## src/design/seg_io_pkg.sv

```systemverilog
`default_nettype none
package seg_io_pkg;

  // ----------------------------------------------------------------
  // Segment allocation
  // ----------------------------------------------------------------
  localparam int unsigned SEG_COUNT_W   = 5;
  localparam int unsigned SEG_COUNT_MAX = 18;
  localparam int unsigned SHARED_W      = 12;   // Seg 24..31 and 34..37
  localparam int unsigned DIO_W         = 18;   // Dio 0..17, index = number
  localparam int unsigned FIRST_SEG_SET = 5;    // First setting taking a pin
  localparam int unsigned HIGH_GRP_LAST = 8;    // Setting that fills seg 34..37
  localparam int unsigned LOW_GRP_FIRST = 11;   // First setting for seg 31..24
  localparam int unsigned HIGH_GRP_N    = 4;
  localparam int unsigned LOW_GRP_N     = 8;
  localparam int unsigned SEG_DIO_OFS   = 20;   // Dio number = seg - 20
  localparam int unsigned SEG_LOW_BASE  = 24;   // Segment on shared bit 0
  localparam int unsigned SEG_HIGH_BASE = 34;   // Segment on shared bit 8
  localparam int unsigned DIO_EE_CLK    = 4;
  localparam int unsigned DIO_EE_DAT    = 5;
  localparam int unsigned DIO_OPT_A     = 1;
  localparam int unsigned DIO_OPT_B     = 2;

  typedef enum logic [1:0] {
    EE_NONE  = 2'h0,
    EE_2WIRE = 2'h1,
    EE_3WIRE = 2'h2,
    EE_RSVD  = 2'h3
  } ee_mode_t;

  // ----------------------------------------------------------------
  // Optical carrier
  // ----------------------------------------------------------------
  localparam int unsigned CLK_HZ       = 10_000_000;
  localparam int unsigned CARRIER_HZ   = 38_000;
  localparam int unsigned CARRIER_CYC  = CLK_HZ / CARRIER_HZ;  // Rounds down
  localparam int unsigned CAR_W        = 9;
  localparam int unsigned DUTY_SHIFT_0 = 1;   // 50%
  localparam int unsigned DUTY_SHIFT_1 = 2;   // 25%
  localparam int unsigned DUTY_SHIFT_2 = 3;   // 12.5%
  localparam int unsigned DUTY_SHIFT_3 = 4;   // 6.25%

  typedef struct packed {
    logic       tx_disable;
    logic       tx_invert;
    logic       rx_invert;
    logic       modulate_en;
    logic [1:0] duty_select;
  } optical_ctrl_t;

endpackage : seg_io_pkg
`default_nettype wire

```

## src/design/segment_io_and_optical_port_mux.sv

```systemverilog
// Behaviour
// - Segment count setting 0..18 decides LCD versus digital use of shared pins.
// - LCD allocation starts at segment 37 and proceeds downward.
// - Setting 5 gives segment 37 only; segments 36..34 and 31..24 stay digital I/O.
// - Unallocated shared segment n acts as digital I/O number n minus 20.
// - 0-4 none, 5-8 add 37..34, 9-10 as 8, 11-18 add 31..24.
// - Digital I/O 1 and 2 never go to LCD; optical port may claim.
// - Select 01 turns I/O 4 and 5 into two-wire clock and data.
// - Select 10 turns I/O 4 and 5 into three-wire EEPROM pins.
// - Three-wire mode uses I/O 5 as shared data in and out.
// - Optical transmit pin is driven only while transmit disable is 0.
// - Transmit and receive polarity inverts independently by their own bits.
// - Modulation enable with system power gives a 38 kHz carrier.
// - No carrier modulation during brownout, whatever the enable says.
// - Duty select picks 50, 25, 12.5 or 6.25 percent.
// - Duty fraction is the low time of each carrier period.
`timescale 1ns/1ps
`default_nettype none
module segment_io_and_optical_port_mux (
  input  wire logic                                clk,
  input  wire logic                                srst,
  input  wire logic [seg_io_pkg::SEG_COUNT_W-1:0]  lcd_segment_count,
  input  wire logic [1:0]                          eeprom_port_select,
  input  wire seg_io_pkg::optical_ctrl_t           optical_ctrl,
  input  wire logic                                optical_port_uses_dio,
  input  wire logic                                system_power_ok,
  input  wire logic                                optical_tx_data,
  output logic                                     optical_rx_data,
  input  wire logic                                optical_rx_pin,
  output logic                                     optical_tx_pin,
  output logic                                     optical_tx_pin_oe_n,
  output logic [seg_io_pkg::SHARED_W-1:0]          shared_is_lcd,
  output logic [seg_io_pkg::DIO_W-1:0]             dio_is_general,
  output logic                                     ee_2wire_active,
  output logic                                     ee_3wire_active,
  output logic                                     dedicated_seg_fixed
);

  // ----------------------------------------------------------------
  // Allocation functions
  // ----------------------------------------------------------------
  // Bit i of the mask: 0..7 are seg 24..31, 8..11 are seg 34..37
  function automatic logic [seg_io_pkg::SHARED_W-1:0] lcd_mask(
      input logic [seg_io_pkg::SEG_COUNT_W-1:0] n);
    logic [seg_io_pkg::SHARED_W-1:0] m;
    int unsigned hi;
    int unsigned lo;
    m  = '0;
    hi = 0;
    lo = 0;
    // Setting 5 takes seg 37 only
    if (n >= seg_io_pkg::FIRST_SEG_SET) begin
      hi = int'(n) - seg_io_pkg::FIRST_SEG_SET + 1;
    end
    if (hi > seg_io_pkg::HIGH_GRP_N) begin
      hi = seg_io_pkg::HIGH_GRP_N;
    end
    if (n >= seg_io_pkg::LOW_GRP_FIRST) begin
      lo = int'(n) - seg_io_pkg::LOW_GRP_FIRST + 1;
    end
    if (n > seg_io_pkg::SEG_COUNT_MAX) begin
      lo = seg_io_pkg::LOW_GRP_N;
    end
    for (int i = 0; i < seg_io_pkg::HIGH_GRP_N; i++) begin
      if (i < hi) begin
        m[seg_io_pkg::SHARED_W-1-i] = 1'b1;
      end
    end
    for (int i = 0; i < seg_io_pkg::LOW_GRP_N; i++) begin
      if (i < lo) begin
        m[seg_io_pkg::LOW_GRP_N-1-i] = 1'b1;
      end
    end
    return m;
  endfunction : lcd_mask

  // Shared index to segment number
  function automatic int unsigned seg_num(input int unsigned idx);
    int unsigned s;
    s = (idx < seg_io_pkg::LOW_GRP_N) ? seg_io_pkg::SEG_LOW_BASE + idx
      : seg_io_pkg::SEG_HIGH_BASE + idx - seg_io_pkg::LOW_GRP_N;
    return s;
  endfunction : seg_num

  // ----------------------------------------------------------------
  // Pin allocation
  // ----------------------------------------------------------------
  logic [seg_io_pkg::SHARED_W-1:0] shared_d;
  logic [seg_io_pkg::SHARED_W-1:0] shared_q;
  logic [seg_io_pkg::DIO_W-1:0]    dio_d;
  logic [seg_io_pkg::DIO_W-1:0]    dio_q;
  logic                            ee2_d;
  logic                            ee2_q;
  logic                            ee3_d;
  logic                            ee3_q;

  always_comb begin
    shared_d = lcd_mask(lcd_segment_count);
    dio_d    = '0;
    for (int i = 0; i < seg_io_pkg::SHARED_W; i++) begin
      dio_d[seg_num(i) - seg_io_pkg::SEG_DIO_OFS] = ~shared_d[i];
    end
    dio_d[seg_io_pkg::DIO_OPT_A] = ~optical_port_uses_dio;
    dio_d[seg_io_pkg::DIO_OPT_B] = ~optical_port_uses_dio;
    ee2_d = (eeprom_port_select == seg_io_pkg::EE_2WIRE);
    ee3_d = (eeprom_port_select == seg_io_pkg::EE_3WIRE);
    if (ee2_d || ee3_d) begin
      dio_d[seg_io_pkg::DIO_EE_CLK] = 1'b0;
      dio_d[seg_io_pkg::DIO_EE_DAT] = 1'b0;
    end
  end

  always_ff @(posedge clk) begin
    if (srst) begin
      shared_q <= '0;
      dio_q    <= '0;
      ee2_q    <= 1'b0;
      ee3_q    <= 1'b0;
    end else begin
      shared_q <= shared_d;
      dio_q    <= dio_d;
      ee2_q    <= ee2_d;
      ee3_q    <= ee3_d;
    end
  end

  // ----------------------------------------------------------------
  // Optical receive
  // ----------------------------------------------------------------
  // Pin is asynchronous; act once stages two and three agree
  logic [2:0] rx_sync_q;
  logic [2:0] rx_sync_d;
  logic       rx_q;
  logic       rx_d;

  always_comb begin
    rx_sync_d = {rx_sync_q[1:0], optical_rx_pin};
    rx_d      = rx_q;
    if (rx_sync_q[2] == rx_sync_q[1]) begin
      rx_d = rx_sync_q[2] ^ optical_ctrl.rx_invert;
    end
  end

  always_ff @(posedge clk) begin
    if (srst) begin
      rx_sync_q <= '0;
      rx_q      <= 1'b0;
    end else begin
      rx_sync_q <= rx_sync_d;
      rx_q      <= rx_d;
    end
  end

  // ----------------------------------------------------------------
  // Optical transmit
  // ----------------------------------------------------------------
  logic [seg_io_pkg::CAR_W-1:0] car_q;
  logic [seg_io_pkg::CAR_W-1:0] car_d;
  logic [seg_io_pkg::CAR_W-1:0] low_cyc;
  logic                         mod_on;
  logic                         tx_d;
  logic                         tx_q;
  logic                         oe_n_d;
  logic                         oe_n_q;

  always_comb begin
    case (optical_ctrl.duty_select)
      2'h0:    low_cyc = seg_io_pkg::CAR_W'(seg_io_pkg::CARRIER_CYC >> seg_io_pkg::DUTY_SHIFT_0);
      2'h1:    low_cyc = seg_io_pkg::CAR_W'(seg_io_pkg::CARRIER_CYC >> seg_io_pkg::DUTY_SHIFT_1);
      2'h2:    low_cyc = seg_io_pkg::CAR_W'(seg_io_pkg::CARRIER_CYC >> seg_io_pkg::DUTY_SHIFT_2);
      default: low_cyc = seg_io_pkg::CAR_W'(seg_io_pkg::CARRIER_CYC >> seg_io_pkg::DUTY_SHIFT_3);
    endcase
    car_d = (car_q == seg_io_pkg::CAR_W'(seg_io_pkg::CARRIER_CYC - 1)) ? '0
                                                                       : car_q + 1'b1;
    mod_on = optical_ctrl.modulate_en && system_power_ok;
    tx_d = optical_tx_data ^ optical_ctrl.tx_invert;
    // Low for duty part of period
    if (mod_on && car_q < low_cyc) begin
      tx_d = 1'b0;
    end
    oe_n_d = optical_ctrl.tx_disable;
  end

  always_ff @(posedge clk) begin
    if (srst) begin
      car_q  <= '0;
      tx_q   <= 1'b1;
      oe_n_q <= 1'b1;
    end else begin
      car_q  <= car_d;
      tx_q   <= tx_d;
      oe_n_q <= oe_n_d;
    end
  end

  always_ff @(posedge clk) begin
    dedicated_seg_fixed <= 1'b1;
  end

  assign shared_is_lcd       = shared_q;
  assign dio_is_general      = dio_q;
  assign ee_2wire_active     = ee2_q;
  assign ee_3wire_active     = ee3_q;
  assign optical_rx_data     = rx_q;
  assign optical_tx_pin      = tx_q;
  assign optical_tx_pin_oe_n = oe_n_q;

  // ----------------------------------------------------------------
  // Checks
  // ----------------------------------------------------------------
  property p_alloc_five;
    @(posedge clk) disable iff (srst)
      lcd_segment_count == 5'h05 |=> shared_is_lcd == 12'h800;
  endproperty
  a_alloc_five: assert property (p_alloc_five) else $error("Setting 5 allocation wrong");

  property p_alloc_ten;
    @(posedge clk) disable iff (srst)
      lcd_segment_count == 5'h0a |=> shared_is_lcd == 12'hf00;
  endproperty
  a_alloc_ten: assert property (p_alloc_ten) else $error("Setting 10 allocation wrong");

  property p_alloc_full;
    @(posedge clk) disable iff (srst)
      lcd_segment_count == 5'h12 |=> shared_is_lcd == 12'hfff && dio_is_general[17:4] == '0;
  endproperty
  a_alloc_full: assert property (p_alloc_full) else $error("Setting 18 allocation wrong");

  property p_dio_seg;
    @(posedge clk) disable iff (srst)
      ##1 (!ee_2wire_active && !ee_3wire_active) |->
        dio_is_general[17] == !shared_is_lcd[11] && dio_is_general[11] == !shared_is_lcd[7];
  endproperty
  a_dio_seg: assert property (p_dio_seg) else $error("Dio and seg disagree");

  property p_ee_two;
    @(posedge clk) disable iff (srst)
      eeprom_port_select == 2'h1 |=> ee_2wire_active && !dio_is_general[4] && !dio_is_general[5];
  endproperty
  a_ee_two: assert property (p_ee_two) else $error("Two-wire not taken");

  property p_ee_three;
    @(posedge clk) disable iff (srst)
      eeprom_port_select == 2'h2 |=> ee_3wire_active && !ee_2wire_active;
  endproperty
  a_ee_three: assert property (p_ee_three) else $error("Three-wire not taken");

  property p_tx_oe;
    @(posedge clk) disable iff (srst)
      optical_ctrl.tx_disable |=> optical_tx_pin_oe_n;
  endproperty
  a_tx_oe: assert property (p_tx_oe) else $error("Tx driven while disabled");

  property p_brownout;
    @(posedge clk) disable iff (srst)
      !system_power_ok |=>
        optical_tx_pin == ($past(optical_tx_data) ^ $past(optical_ctrl.tx_invert));
  endproperty
  a_brownout: assert property (p_brownout) else $error("Modulated in brownout");

  property p_duty_low;
    @(posedge clk) disable iff (srst)
      (optical_ctrl.modulate_en && system_power_ok && car_q == '0) |=> !optical_tx_pin;
  endproperty
  a_duty_low: assert property (p_duty_low) else $error("Carrier not low at start");

  property p_opt_claim;
    @(posedge clk) disable iff (srst)
      !optical_port_uses_dio |=> dio_is_general[1] && dio_is_general[2];
  endproperty
  a_opt_claim: assert property (p_opt_claim) else $error("Optical pins not general");

  property p_carrier_wrap;
    @(posedge clk) disable iff (srst)
      car_q == 9'h106 |=> car_q == 9'h000;
  endproperty
  a_carrier_wrap: assert property (p_carrier_wrap) else $error("Carrier period wrong");

  property p_duty_half;
    @(posedge clk) disable iff (srst)
      (optical_ctrl.modulate_en && system_power_ok && optical_ctrl.duty_select == 2'h0 &&
       optical_tx_data && !optical_ctrl.tx_invert && car_q == 9'h083) |=> optical_tx_pin;
  endproperty
  a_duty_half: assert property (p_duty_half) else $error("Half duty low too long");

  property p_duty_sixteenth;
    @(posedge clk) disable iff (srst)
      (optical_ctrl.modulate_en && system_power_ok && optical_ctrl.duty_select == 2'h3 &&
       optical_tx_data && !optical_ctrl.tx_invert && car_q == 9'h010) |=> optical_tx_pin;
  endproperty
  a_duty_sixteenth: assert property (p_duty_sixteenth) else $error("Short duty too long");

  property p_rx_follow;
    @(posedge clk) disable iff (srst)
      (rx_sync_q[2] && rx_sync_q[1] && !optical_ctrl.rx_invert) |=> optical_rx_data;
  endproperty
  a_rx_follow: assert property (p_rx_follow) else $error("Receive level lost");

endmodule : segment_io_and_optical_port_mux
`default_nettype wire

```

## config.mk

```make
export PLATFORM = sky130hd
export DESIGN_NAME = segment_io_and_optical_port_mux
export DESIGN_NICKNAME = d
export VERILOG_FILES = /design/src/design/seg_io_pkg.sv /design/src/design/segment_io_and_optical_port_mux.sv
export SDC_FILE = /design/constraint.sdc
export NUM_CORES = 1
export LEC_CHECK = 0
export CORE_MARGIN = 5
export CORE_UTILIZATION = 56
export CTS_CLUSTER_SIZE = 28
export DETAILED_ROUTE_END_ITERATION = 10
export DONT_BUFFER_PORTS = 1
export PLACE_DENSITY = 0.74
export SKIP_CTS_REPAIR_TIMING = 1
export SLEW_MARGIN = 20
export SYNTH_ARGS = -nofsm -noshare
export SYNTH_HDL_FRONTEND = slang
export SYNTH_SLANG_ARGS = --single-unit
```

## constraint.sdc

```tcl
create_clock -name clk -period 2.7 [get_ports clk]
set_input_delay 0.54 -clock clk [delete_from_list [all_inputs] [get_ports clk]]
set_output_delay 0.54 -clock clk [all_outputs]
set_load 0.1 [all_outputs]
```

==> reports/summary.txt <==
Leak - 0.949 nW
Yosys warning total - 0
Placer Congestion - 0.883
Most frequent cells in the layout - dfxtp_1 (41), nor2_1 (28), a21oi_1 (16)
Placed inst area - 2090 sq um
Clock Latency Late Sink - 0.29 ns
P&R area growth vs syn - 6.48%
R2r setup slk - 1.29 ns
PwrDens - 710 nW/um^2
Number of clock sinks - 42
Startpoint types - input pin
Final instance area - 2180 sq um
Die height - 70.5 microns
Worst r2r src - car_q[1]$_SDFF_PP0_
WHS Endpoint - dio_is_general[2]$_SDFF_PP0_
Initial Utilization - 56.8%
Synth top area share - 41.1%
Initial antenna violation count - 0
DRT iter0 DRCs - 51
Wirelength per Cell - 13.2 microns
Clk buf depth - 2
Largest net degree at the start of global routing - 33
Area leader, netlist - dfxtp_1
DR vias/cell - 5.33
Worst slew margin - 33.3%
Final Util - 60.5%
Max frequency - 454 MHz
Sum of negative setup slack - 0 ns
Max Slew Vio Count - 0
Top FF cell, synth - dfxtp_1
Fill count - 324
Root buffer cell - clkbuf_8
I/O pin count - 55
GRT Util Overall - 15.9%
Seq cells post-synth - 42
Clk_skew - 0.00270 ns
Final wirelength - 3.72 mm
CTS tree - yes
Final WS setup - 0.496 ns
Fin. Hold Viols - 0
Mapped Area - 2050 sq um
Post-Syn Instances - 231
Rows - 22
Vias in the first global route - 1,437
Worst reg2reg path depth - 7
Nets - 268
Worst-path clk slew - 0.08 ns
Period utilization - 81.6%
Die Wd - 70.5 microns
CP Max Fanout - 16
Hold/Removal Path Class - input pin to flip-flop
Die Area - 4970 sq um
Detail Route Antenna Nets - 0
Post-synth EDFFs - 0
IO Port Bufs - 0
Post-Place Worst Slack - 0.197 ns
Num CTS Buffers - 5
Number of max-cap violations - 0
Hold-critical path depth - 1
Syn avg cell area - 8.87 sq um
DR vias - 1,507
Worst Path Arrival - 2.39 ns
Hpwl dp - 2.76 mm
Yosys cell types - 43
CP endpoint kind - flip-flop
Most common cell after layout, fill and taps aside - dfxtp_1
DRC errors left - 0
RSZ-0062 raised after global routing - false
CP Class - input pin to flip-flop
Reg-to-reg endpoint - optical_tx_pin$_SDFF_PP1_
Register area share after synthesis - 41.1%
Synth async-reset ratio - 0%
Final setup viols - 0
DR pass1 iterations - 4
CP Data Required Time - 2.89 ns
Actual slew at the worst max-slew pin - 1.00 ns
VDD IR-drop max - 413 uV
Fin crit period - 2.20 ns
Layout cells sized above 1 - 11.1%
Core Footprint - 3610 sq um
Startpoint of the worst hold path - optical_port_uses_dio
Grt ovf - 0
Synth top area cells - dfxtp_1 (41%), ha_1 (9.2%), nor2_1 (5.1%)
H-tree depth - 2
# diodes - 0
First-pass GRT wire length - 6.42 mm
Status - finished, final reports clean
[per-layer routing]
layer / global-route usage (%) / share of wire, %
met1: 20.5 / 47
met3: 5.61 / 7.1
met2: 24.4 / 44
met5: 0 / 0
met4: 5.74 / 1.5
[synthesized netlist by cell type (2+ instances only)]
| cell type | n |
|---|---|
| o41ai_2 | 2 |
| nor3_1 | 6 |
| or3_1 | 3 |
| or2_2 | 3 |
| nand4_1 | 2 |
| mux2i_1 | 2 |
| nor2_1 | 28 |
| inv_1 | 8 |
| buf_4 | 7 |
| o211ai_1 | 2 |
| xnor2_1 | 5 |
| clkbuf_1 | 4 |
| a21oi_1 | 16 |
| nand2_1 | 14 |
| nand2b_1 | 7 |
| conb_1 | 2 |
| o21ai_0 | 9 |
| nor2b_1 | 8 |
| xor2_1 | 10 |
| ha_1 | 15 |
| dfxtp_1 | 42 |
| o211a_1 | 2 |
| and3_1 | 3 |
| and2_1 | 4 |
| nand3_1 | 6 |
| buf_2 | 2 |
| nor4_1 | 2 |
| nor3b_1 | 2 |
[report_power, final]
part	internal, mW	switching [mW]	total [mW]
logic	0.0757	0.157	0.233
registers	0.662	0.252	0.913
clock network	0.185	0.217	0.402
total	0.922	0.626	1.55
[sequential cells by signal, summed over array words and instances (netlist names)]
| register | cells |
|---|---|
| optical_rx_data | 1 |
| rx_sync_q | 3 |
| dio_is_general | 13 |
| car_q | 9 |
| ee_3wire_active | 1 |
| ee_2wire_active | 1 |
| optical_tx_pin | 1 |
| shared_is_lcd | 12 |
| optical_tx_pin_oe_n | 1 |
[worst max-delay path: stages]
cell     delay (ns)
inv_1          0.07
ha_1           0.23
buf_4          0.17
nand3_1        0.08
a21oi_2        0.05
or2_1          0.23
o211a_1        0.23
or4_4          0.58
o21ba_2        0.21
[how the worst max path moves through the flow]
stage	from	slack, ns	to	depth (start not counted)
global route	lcd_segment_count[0]	0.34	dio_is_general[11]$_SDFF_PP0_	8
detailed placement	lcd_segment_count[0]	0.20	shared_is_lcd[9]$_SDFF_PP0_	9
CTS	lcd_segment_count[0]	0.50	shared_is_lcd[9]$_SDFF_PP0_	9
global placement	lcd_segment_count[0]	0.24	shared_is_lcd[9]$_SDFF_PP0_	9
finish	lcd_segment_count[0]	0.50	shared_is_lcd[9]$_SDFF_PP0_	9
floorplan	lcd_segment_count[0]	0.05	shared_is_lcd[9]$_SDFF_PP0_	10
[cell families (layout without fill, tap and decap cells)]
| family | after synthesis | after routing | synth area share [%] |
|---|---|---|---|
| AOI/OAI and AO/OA | 39 | 39 | 12.8 |
| adders and majority gates | 15 | 15 | 9.16 |
| other | 2 | 5 | 0.367 |
| muxes | 2 | 2 | 0.977 |
| xor gates and xnor gates | 15 | 15 | 6.41 |
| and+or+nand+nor | 93 | 93 | 23.3 |
| DFF | 42 | 42 | 41.1 |
| buffers and inverters | 23 | 24 | 5.99 |
[final cells by class]
| cell class | count | area [sq um] | area share (%) |
|---|---|---|---|
| multi-input combinational | 169 | 1100 | 50.3 |
| sequential | 42 | 842 | 38.6 |
| clock buffer | 5 | 68.8 | 3.16 |
| timing repair buffer | 8 | 60.1 | 2.75 |
| tap | 48 | 60.1 | 2.75 |
| inverter | 8 | 30.0 | 1.38 |
| clock inverter | 3 | 23.8 | 1.09 |
[through the flow]
stage          hold WS, ns  power [mW]  std cells
2_1_floorplan        0.414        1.14        234
3_3_place_gp         0.417        1.16        275
3_5_place_dp         0.443        1.16        275
4_1_cts              0.299        1.56        283
5_1_grt              0.285        1.62        283
6_report             0.304        1.55        283
Power figures use the tool's default switching activity.
